## src/olp_pkg.sv

```systemverilog
package olp_pkg;
  localparam int          ADDR_W           = 8;
  localparam int          DATA_W           = 32;
  localparam int          PTR_LSB          = 4;
  localparam logic [7:0]  CTRL_CUR_OFFSET  = 8'h24;
  localparam logic [7:0]  BULK_HEAD_OFFSET = 8'h28;
  localparam logic [31:0] CTRL_CUR_RESET   = 32'h0000_0000;
  localparam logic [31:0] BULK_HEAD_RESET  = 32'h0000_0000;
  localparam int          CLF_BIT          = 1;
  localparam int          CLE_BIT          = 4;
  localparam logic [31:0] PTR_MASK         = 32'hffff_fff0;
  localparam logic [31:0] END_OF_LIST      = 32'h0000_0000;

  typedef enum logic [1:0] {
    OLP_IDLE,
    OLP_WALK,
    OLP_DONE
  } olp_walk_t;

  function automatic logic [31:0] olp_align(input logic [31:0] v);
    olp_align = v & PTR_MASK;
  endfunction : olp_align
endpackage : olp_pkg

```

## src/olp_ptr_reg.sv

```systemverilog
`timescale 1ns/1ps
// One 16-byte aligned pointer register with priority load then write.
module olp_ptr_reg #(
  parameter logic [31:0] RESET_VAL = 32'h0000_0000
) (
  input  wire logic        clk,
  input  wire logic        nrst,
  input  wire logic        load,
  input  wire logic [31:0] load_val,
  input  wire logic        wr,
  input  wire logic [31:0] wr_val,
  output logic [31:0]      value
);
  import olp_pkg::*;

  typedef struct packed {
    logic [31:0] ptr;
  } olp_ptr_state_t;

  olp_ptr_state_t st_q;
  olp_ptr_state_t st_d;

  always_comb begin
    st_d = st_q;
    if (load) begin
      st_d.ptr = olp_align(load_val);
    end else if (wr) begin
      st_d.ptr = olp_align(wr_val);
    end
  end

  always_ff @(posedge clk or negedge nrst) begin
    if (!nrst) begin
      st_q <= '{ptr: RESET_VAL};
    end else begin
      st_q <= st_d;
    end
  end

  assign value = st_q.ptr;
endmodule : olp_ptr_reg

```

## src/olp_read_mux.sv

```systemverilog
`timescale 1ns/1ps
module olp_read_mux (
  input  wire logic [7:0]  addr,
  input  wire logic [31:0] ctrl_cur,
  input  wire logic [31:0] bulk_head,
  output logic [31:0]      rdata
);
  import olp_pkg::*;

  always_comb begin
    case (addr)
      CTRL_CUR_OFFSET:  rdata = olp_align(ctrl_cur);
      BULK_HEAD_OFFSET: rdata = olp_align(bulk_head);
      default:          rdata = 32'h0000_0000;
    endcase
  end
endmodule : olp_read_mux

```

## src/olp_list_ptr_regs.sv

```systemverilog
`timescale 1ns/1ps
// Summary of operation
// - Control current pointer sits at 24h, 32 bits, software-writable only while control processing is disabled.
// - After serving a descriptor, control current pointer advances to next.
// - Each frame resumes control processing where the previous frame stopped.
// - At control list end, the filled flag at status bit 1 is examined.
// - Flag set at end: load control head into current, then clear flag.
// - Flag clear at end: leave pointer and flag alone, do nothing more.
// - Control current pointer resets to zero; zero means list end.
// - Bulk head pointer sits at 28h, 32 bits, read and write.
// - Every bulk traversal starts at the bulk head pointer.
// - At initialization bulk head is loaded from host communication area.
module olp_list_ptr_regs (
  input  wire logic                 CLK,
  input  wire logic                 NRST,
  input  wire logic [olp_pkg::ADDR_W-1:0] ADDR,
  input  wire logic                 WR,
  input  wire logic                 RD,
  input  wire logic [31:0]          WDATA,
  input  wire logic                 CTRL_ENABLE,
  input  wire logic                 CTRL_FILLED,
  input  wire logic [31:0]          CTRL_HEAD,
  input  wire logic                 DESC_DONE,
  input  wire logic [31:0]          NEXT_DESC,
  input  wire logic                 FRAME_START,
  input  wire logic                 INIT_LOAD,
  input  wire logic [31:0]          INIT_BULK_HEAD,
  input  wire logic                 BULK_START,
  output logic [31:0]               RDATA,
  output logic                      RVALID,
  output logic                      CLEAR_FILLED,
  output logic [31:0]               CTRL_CUR_PTR,
  output logic                      CTRL_AT_END,
  output logic                      CTRL_ACTIVE,
  output logic [31:0]               BULK_WALK_PTR,
  output logic                      BULK_WALK_VALID
);
  import olp_pkg::*;

  typedef struct packed {
    olp_walk_t   walk;
    logic [31:0] rdata;
    logic        rvalid;
    logic        clr_filled;
    logic        at_end;
    logic        active;
    logic [31:0] bulk_walk;
    logic        bulk_valid;
  } olp_state_t;

  olp_state_t  s_q;
  olp_state_t  s_d;
  logic [31:0] ctrl_cur;
  logic [31:0] bulk_head;
  logic [31:0] mux_rdata;
  logic        cur_load;
  logic [31:0] cur_load_val;
  logic        cur_wr;
  logic        bulk_wr;

  // Control current pointer write only honoured while control processing is disabled
  assign cur_wr  = WR && (ADDR == CTRL_CUR_OFFSET) && !CTRL_ENABLE;
  assign bulk_wr = WR && (ADDR == BULK_HEAD_OFFSET);

  always_comb begin
    cur_load     = 1'b0;
    cur_load_val = ctrl_cur;
    if (CTRL_ENABLE && DESC_DONE && ctrl_cur != END_OF_LIST) begin
      cur_load     = 1'b1;
      cur_load_val = NEXT_DESC;
    end else if (CTRL_ENABLE && ctrl_cur == END_OF_LIST && s_q.walk == OLP_WALK
                 && CTRL_FILLED && !s_q.clr_filled) begin
      cur_load     = 1'b1;
      cur_load_val = CTRL_HEAD;
    end
  end

  olp_ptr_reg #(
    .RESET_VAL (CTRL_CUR_RESET)
  ) u_ctrl_cur (
    .clk      (CLK),
    .nrst     (NRST),
    .load     (cur_load),
    .load_val (cur_load_val),
    .wr       (cur_wr),
    .wr_val   (WDATA),
    .value    (ctrl_cur)
  );

  olp_ptr_reg #(
    .RESET_VAL (BULK_HEAD_RESET)
  ) u_bulk_head (
    .clk      (CLK),
    .nrst     (NRST),
    .load     (INIT_LOAD),
    .load_val (INIT_BULK_HEAD),
    .wr       (bulk_wr),
    .wr_val   (WDATA),
    .value    (bulk_head)
  );

  olp_read_mux u_mux (
    .addr      (ADDR),
    .ctrl_cur  (ctrl_cur),
    .bulk_head (bulk_head),
    .rdata     (mux_rdata)
  );

  always_comb begin
    s_d            = s_q;
    s_d.rvalid     = RD;
    s_d.clr_filled = 1'b0;
    s_d.bulk_valid = 1'b0;
    if (RD) begin
      s_d.rdata = mux_rdata;
    end
    // Walk state survives frame boundaries so the pointer is never rewound
    case (s_q.walk)
      OLP_IDLE: begin
        if (CTRL_ENABLE && FRAME_START) begin
          s_d.walk = OLP_WALK;
        end
      end
      OLP_WALK: begin
        if (!CTRL_ENABLE) begin
          s_d.walk = OLP_IDLE;
        end else if (ctrl_cur == END_OF_LIST) begin
          if (CTRL_FILLED) begin
            s_d.clr_filled = 1'b1;
            s_d.walk       = OLP_WALK;
          end else begin
            s_d.walk = OLP_DONE;
          end
        end
      end
      OLP_DONE: begin
        // Nothing more this frame; next frame checks the flag again
        if (!CTRL_ENABLE) begin
          s_d.walk = OLP_IDLE;
        end else if (FRAME_START) begin
          s_d.walk = OLP_WALK;
        end
      end
      default: s_d.walk = OLP_IDLE;
    endcase
    s_d.at_end = (cur_load ? olp_align(cur_load_val) :
                  cur_wr ? olp_align(WDATA) : ctrl_cur) == END_OF_LIST;
    s_d.active = (s_d.walk == OLP_WALK);
    if (BULK_START) begin
      s_d.bulk_walk  = bulk_head;
      s_d.bulk_valid = 1'b1;
    end
  end

  always_ff @(posedge CLK or negedge NRST) begin
    if (!NRST) begin
      s_q <= '{walk: OLP_IDLE, rdata: 32'h0000_0000, rvalid: 1'b0,
               clr_filled: 1'b0, at_end: 1'b1, active: 1'b0, bulk_walk: 32'h0000_0000,
               bulk_valid: 1'b0};
    end else begin
      s_q <= s_d;
    end
  end

  // Pointer output is the register itself, already a flop
  assign CTRL_CUR_PTR    = ctrl_cur;
  assign RDATA           = s_q.rdata;
  assign RVALID          = s_q.rvalid;
  assign CLEAR_FILLED    = s_q.clr_filled;
  assign CTRL_AT_END     = s_q.at_end;
  assign CTRL_ACTIVE     = s_q.active;
  assign BULK_WALK_PTR   = s_q.bulk_walk;
  assign BULK_WALK_VALID = s_q.bulk_valid;
endmodule : olp_list_ptr_regs

```

## config.mk

```make
export PLATFORM = sky130hd
export DESIGN_NAME = olp_list_ptr_regs
export DESIGN_NICKNAME = d
export VERILOG_FILES = /design/src/olp_pkg.sv /design/src/olp_ptr_reg.sv /design/src/olp_read_mux.sv /design/src/olp_list_ptr_regs.sv
export SDC_FILE = /design/constraint.sdc
export NUM_CORES = 1
export LEC_CHECK = 0
export BUFFER_PORTS_ARGS = -buffer_cell sky130_fd_sc_hd__buf_2
export CELL_PAD_IN_SITES_DETAIL_PLACEMENT = 1
export CELL_PAD_IN_SITES_GLOBAL_PLACEMENT = 1
export CORE_MARGIN = 2
export CORE_UTILIZATION = 30
export CTS_CLUSTER_SIZE = 30
export DETAILED_ROUTE_END_ITERATION = 7
export PLACE_DENSITY = 0.76
export SETUP_SLACK_MARGIN = 0.02
export SLEW_MARGIN = 20
export SYNTH_ARGS = -nofsm -noshare
export SYNTH_HDL_FRONTEND = slang
export SYNTH_SLANG_ARGS = --single-unit
```

## constraint.sdc

```tcl
create_clock -name CLK -period 3.2 [get_ports CLK]
set_clock_uncertainty 0.05 [all_clocks]
set_input_delay 0.16 -clock CLK [delete_from_list [all_inputs] [get_ports CLK]]
set_output_delay 0.16 -clock CLK [all_outputs]
set_load 0.1 [all_outputs]
```

-- Word-level counts from Yosys, hierarchy flattened
Index checks and enable logic that the tools add are counted.
- flip-flop bits (word level): 135
- input port bits: 146
- output and inout bits: 101
- logic and storage cells: 53
- equal/unequal tests: 5
- muxes and demuxes: 21
- reduce and logical (&&, ||, !) cells: 17
- operators by type and width (kind ; count):
    $mux 32 ; 6
    $logic_not 32->1 ; 2
    $pmux 32 s2 ; 1
    $reduce_bool 32->1 ; 1
    $eq 8x6->1 const B ; 2
    $mux 2 ; 6
    $logic_and 1x1->1 ; 10
    $mux 1 ; 7
    $pmux 2 s3 ; 1
    $eq 2x1->1 const B ; 2
    $eq 2x2->1 const B ; 1
    $logic_not 1->1 ; 2
    $logic_not 2->1 ; 1
    $reduce_bool 2->1 ; 1

-- Depth between registers and ports, before layout
- word-level depth: 9
- gate-level depth with buffers: 11
- gate-level depth less buffers: 8

-- By module
From an unflattened synthesis, not the netlist that was laid out.
- cells, all modules: 749
- area total of the unflattened synthesis: 7916.3 um^2
- by module, submodules not included (module ; times used ; cells an instance ; area each (um^2) ; seq. area each (um^2)):
    olp_list_ptr_regs ; 1 ; 388 ; 4347.9 ; 1778.0
    olp_ptr_reg ; 2 ; 126 ; 1343.8 ; 700.7
    olp_read_mux ; 1 ; 109 ; 880.8 ; 0.0

-- Least setup slack after synthesis
Ideal clock, no wire load.
- kind: register to register
- from: register u_ctrl_cur.st_q (netlist bit u_ctrl_cur.value[12])
- to: register s_q (netlist bit CTRL_AT_END)
- arrival time: 3.225 ns
- required time: 3.061 ns
- path slack: -0.164 ns
- stages on the path, launching flop included: 9
- buffers on the path: 0
- path through: dfrtp_1 > or4_4 > nor4_4 > a31oi_1 > a22oi_1 > nand3_1 > or4_1 > or4_1 > nor4b_2
- RTL lines (item ; RTL line ; source):
    start, declared ; olp_ptr_reg.sv:20 ; olp_ptr_state_t st_q;
    start signal, assigned ; olp_ptr_reg.sv:34 ; st_q <= '{ptr: RESET_VAL};
    start signal, assigned ; olp_ptr_reg.sv:36 ; st_q <= st_d;
    end signal, assigned ; olp_list_ptr_regs.sv:157 ; s_q <= '{walk: OLP_IDLE, rdata: 32'h0000_0000, rvalid: 1'b0,
    end, declared ; olp_list_ptr_regs.sv:51 ; olp_state_t s_q;

==> PnR_summary.wiki <==
{| class="wikitable"
! Metric !! Value
|-
| DR iter-0 viols || between 300 and 400
|-
| Final count of negative-setup-slack endpoints || 0
|-
| Cells after synthesis || 625
|-
| Number of library cell types mapped by synthesis || 46
|-
| Storage element area || 0.00308 mm2
|-
| Total Power Consumption || 5390 uW
|-
| Fraction of the mapped netlist area in adder cells || 0%
|-
| GR Overflow Total || 0
|-
| #FFs+latches synth || between 100 and 150
|-
| Worst skew pair latency || 420 ps
|-
| Layout overhead on the synthesized area || 36.6%
|-
| Worst path top cell family by delay || simple AND/OR/NAND/NOR gates
|-
| Vias in the first global route || 6220
|-
| Post-synthesis simple-gate area fraction || between 10% and 20%
|-
| Xor and xnor fraction of the mapped netlist area || 0%
|-
| Max Buffers Root-to-Sink || 2
|-
| Critical Path AT || about 3300 ps
|-
| Num Clock Sinks || 123
|-
| Crit path buf inv count || 0
|-
| Met3 layer usage reported by global route || 4.69%
|-
| Post-synth top area cell || sky130_fd_sc_hd__dfrtp_1
|-
| Reg clk slew, reported paths || roughly 60 ps
|-
| DRC violations left || 0
|-
| Vias after detailed routing || 5824
|-
| Most frequently used flop master after synthesis || sky130_fd_sc_hd__dfrtp_1
|-
| Count of H-tree levels built during CTS || 4
|-
| Fraction of post-synthesis cell area in the top cell type by area || 48.7%
|-
| Most Crowded Layer GR || met2
|-
| Per-cell routed wire length || roughly 21 um
|-
| Clock buffers created by TritonCTS || 17
|-
| Row cnt || between 50 and 60
|-
| Number of pins exceeding their max-slew limit in the final report || 0
|-
| Sequential fraction of the synthesis area || 49.1%
|-
| Area fraction in compound gates after synthesis || 15.8%
|-
| Largest net degree at the start of global routing || between 80 and 90
|-
| Maximum fanout encountered on the critical timing path || 4
|-
| Multi-input gate area || 0.00264 mm2
|-
| Crit end category || flip-flop
|-
| Count of fill cells added during filler insertion || 2369
|-
| Critical path type || flip-flop to flip-flop
|-
| Floorplan core area || around 0.020 mm2
|-
| Number of antenna violations at the first check in global routing || 1
|-
| Depth of the worst hold-timing path || 3
|-
| CP startpoint kind || flip-flop
|-
| Type of the most critical hold path || input pin to flip-flop
|-
| Maxcap violations || 0
|-
| Die ar. || 0.0221 mm2
|-
| Critical path's largest stage delay || 550 ps
|-
| Count leader, synth || sky130_fd_sc_hd__dfrtp_1
|-
| Final Hold Violating Endpoints || 0
|-
| Global-route track usage on met1 || 28.4%
|-
| Part of the cycle the worst path needs || a little over nine tenths
|-
| Outcome || finished clean
|-
| Detailed Place HPWL || ~17 mm
|-
| RSZ-0062 raised after global routing || false
|-
| Peak supply drop || 0.000304 V
|-
| CP Depth || 8
|-
| Y dimension of the die || 149 um
|-
| Post-synthesis instance area || roughly 0.0063 mm2
|-
| Final weighted congestion of routability-driven global placement || 0.858
|-
| First-pass GRT wire length || 36.5 mm
|-
| TritonCTS clock tree || yes
|-
| Worst Max-Slew Pin Slew || 1080 ps
|-
| Effective utilization at floorplan || a little under a third
|-
| Overall routed net length || 23.8 mm
|-
| Synth async-reset ratio || 100%
|-
| Top cell by count, worst path || sky130_fd_sc_hd__or4_4
|-
| Logic depth of the worst register-to-register path || 8
|-
| Most frequent cells after synthesis || sky130_fd_sc_hd__dfrtp_1 (122), sky130_fd_sc_hd__buf_4 (64), sky130_fd_sc_hd__nor2_1 (47), sky130_fd_sc_hd__nand2_1 (46)
|-
| DIE WIDTH || 149 um
|-
| Cells after DPL || between 1000 and 1500
|-
| Post-synthesis mux area share || roughly 11%
|-
| Headroom to the max-slew limit || 27.4%
|-
| Global-route usage over all layers || 22.0%
|-
| Leakage power figure || 0.00414 uW
|-
| Power per cell area || approximately 630 mW/mm2
|-
| Fraction of the core area covered by cells at the end of the flow || 42.1%
|-
| Nets || 999
|-
| Number of vias per cell after detailed routing || between 5 and 6
|-
| Count of buffers from port buffering || 222
|-
| GRT met2 Usage || about 36%
|-
| Sequence of cells on the critical path || or4_4 > nor4_4 > a31oi_4 > a22oi_2 > nand3_1 > or4_4 > or4_4 > nor4b_2
|-
| Number of antenna-violating nets in the routed design || 0
|-
| Synthesis Warnings || 0
|-
| Worst endpoint required time || 3480 ps
|-
| Most area-consuming cells after synthesis || sky130_fd_sc_hd__dfrtp_1 (49%), sky130_fd_sc_hd__buf_4 (7.7%), sky130_fd_sc_hd__mux2i_1 (6.2%)
|-
| Fin crit period || 3050 ps
|-
| Largest family of logic cells by synthesized area || compound AO/OA/AOI/OAI gates
|-
| Cell with the largest stage delay on the worst path || sky130_fd_sc_hd__or4_4
|-
| Buffer type at the clock tree root || sky130_fd_sc_hd__clkbuf_16
|-
| Number of top-level pins || 247
|-
| Number of synthesized flops with an enable pin || 0
|-
| Layout Cells excl Fill || roughly 1100
|-
| Mean instance size in the synthesized netlist || 10.0 um2
|-
| Number of iterations in the first detailed-routing pass || 4
|-
| Fraction of final layout cells with drive strength greater than 1 || 37.8%
|-
| Fmax || 328 MHz
|}
## worst register-to-register path: stages (launching register included)
cell,delay [ps]
sky130_fd_sc_hd__dfrtp_2,400
sky130_fd_sc_hd__or4_4,540
sky130_fd_sc_hd__nor4_4,260
sky130_fd_sc_hd__a31oi_4,180
sky130_fd_sc_hd__a22oi_2,210
sky130_fd_sc_hd__nand3_1,120
sky130_fd_sc_hd__or4_4,550
sky130_fd_sc_hd__or4_4,430
sky130_fd_sc_hd__nor4b_2,210
## layout by cell type, fill, tap and decap left out, types with 3 or more instances in the layout
master | netlist | layout
sky130_fd_sc_hd__a221oi_1 | 4 | 4
sky130_fd_sc_hd__or4_4 | 1 | 3
sky130_fd_sc_hd__a22o_1 | 6 | 6
sky130_fd_sc_hd__nand3_1 | 23 | 23
sky130_fd_sc_hd__dfrtp_2 | 0 | 4
sky130_fd_sc_hd__a31oi_1 | 8 | 7
sky130_fd_sc_hd__nor4_1 | 11 | 8
sky130_fd_sc_hd__nor2_1 | 47 | 46
sky130_fd_sc_hd__and3_1 | 14 | 13
sky130_fd_sc_hd__nand2_1 | 46 | 45
sky130_fd_sc_hd__nor3_1 | 10 | 9
sky130_fd_sc_hd__mux2_2 | 28 | 28
sky130_fd_sc_hd__a22oi_1 | 34 | 32
sky130_fd_sc_hd__o211ai_1 | 4 | 4
sky130_fd_sc_hd__nor4_2 | 0 | 3
sky130_fd_sc_hd__mux2i_1 | 39 | 39
sky130_fd_sc_hd__buf_2 | 3 | 221
sky130_fd_sc_hd__dfrtp_1 | 122 | 118
sky130_fd_sc_hd__buf_4 | 64 | 24
sky130_fd_sc_hd__o21ai_0 | 40 | 39
sky130_fd_sc_hd__clkbuf_16 | 0 | 17
sky130_fd_sc_hd__conb_1 | 1 | 8
sky130_fd_sc_hd__a211oi_1 | 3 | 3
sky130_fd_sc_hd__dlygate4sd3_1 | 0 | 57
sky130_fd_sc_hd__a21oi_1 | 40 | 40
sky130_fd_sc_hd__clkbuf_8 | 0 | 3
sky130_fd_sc_hd__a221o_1 | 4 | 4
sky130_fd_sc_hd__clkinv_2 | 0 | 4
## registers in the layout, indices dropped and copies added, names as in the netlist
signal / count
u_ctrl_cur.value: 32
BULK_WALK_PTR: 28
RDATA: 28
u_bulk_head.value: 28
s_q: 2
BULK_WALK_VALID: 1
CLEAR_FILLED: 1
CTRL_ACTIVE: 1
CTRL_AT_END: 1
RVALID: 1
## kinds of logic after synthesis
kind of cell | after synthesis
mux | 67
buf+inv | 105
flops | 123
other cells | 1
compound gates | 156
simple gates | 173
## per-stage QoR
stage          setup TNS (ps)  instance area (um2)  setup slack [ps]  hold slack, ps
2_1_floorplan               0                 6300              54.2            -186
3_3_place_gp                0                 7340               110             237
3_5_place_dp            -32.8                 7340             -32.8             240
4_1_cts                     0                 8510              26.4            1.50
5_1_grt                     0                 8570              43.3            24.7
6_report                    0                 8570               152            13.8
## layout make-up
class / instances / area share [%]
Tap cell: 270 / 3.94
Inverter: 1 / 0.0438
Antenna cell: 2 / 0.0584
Clock inverter: 8 / 1.11
Timing Repair Buffer: 306 / 22.5
Sequential cell: 123 / 36.0
Multi-Input combinational cell: 404 / 30.8
Clock buffer: 22 / 5.53
## where the power goes
group | internal [uW] | total (uW) | leakage [uW] | switching, uW
clock network | 1190 | 1890 | 0.000278 | 697
logic | 363 | 1650 | 0.00236 | 1280
registers | 1710 | 1850 | 0.00151 | 140
total | 3270 | 5390 | 0.00414 | 2120
## final timing paths
path                       slack (ps)            startpoint              endpoint
setup / recovery                  150  u_ctrl_cur.value[12]           CTRL_AT_END
hold / removal                     10             WDATA[31]  u_ctrl_cur.value[31]
setup reg to reg                  150  u_ctrl_cur.value[12]           CTRL_AT_END
hold reg to reg                   450      BULK_WALK_PTR[5]      BULK_WALK_PTR[5]
max in group asynchronous        1980                  NRST  u_bulk_head.value[6]
min in group asynchronous         300                  NRST     BULK_WALK_PTR[24]
## timing repair
| action | CTS | global route |
|---|---|---|
| resized for setup | 5 | 6 |
| hold endpoints to repair | 134 | 0 |
| pin swaps | 2 | 2 |
| setup buffers | 1 | 0 |
| hold buffers | 57 | 0 |
| setup endpoints to repair | 1 | 1 |
## layer usage
layer,vias to the layer above,share of wire [%]
li1,2662,-
met1,2897,43
met2,219,48
met3,46,5.8
met4,0,2.7
met5,-,0
Note: power is estimated with default switching activity, not from simulation.
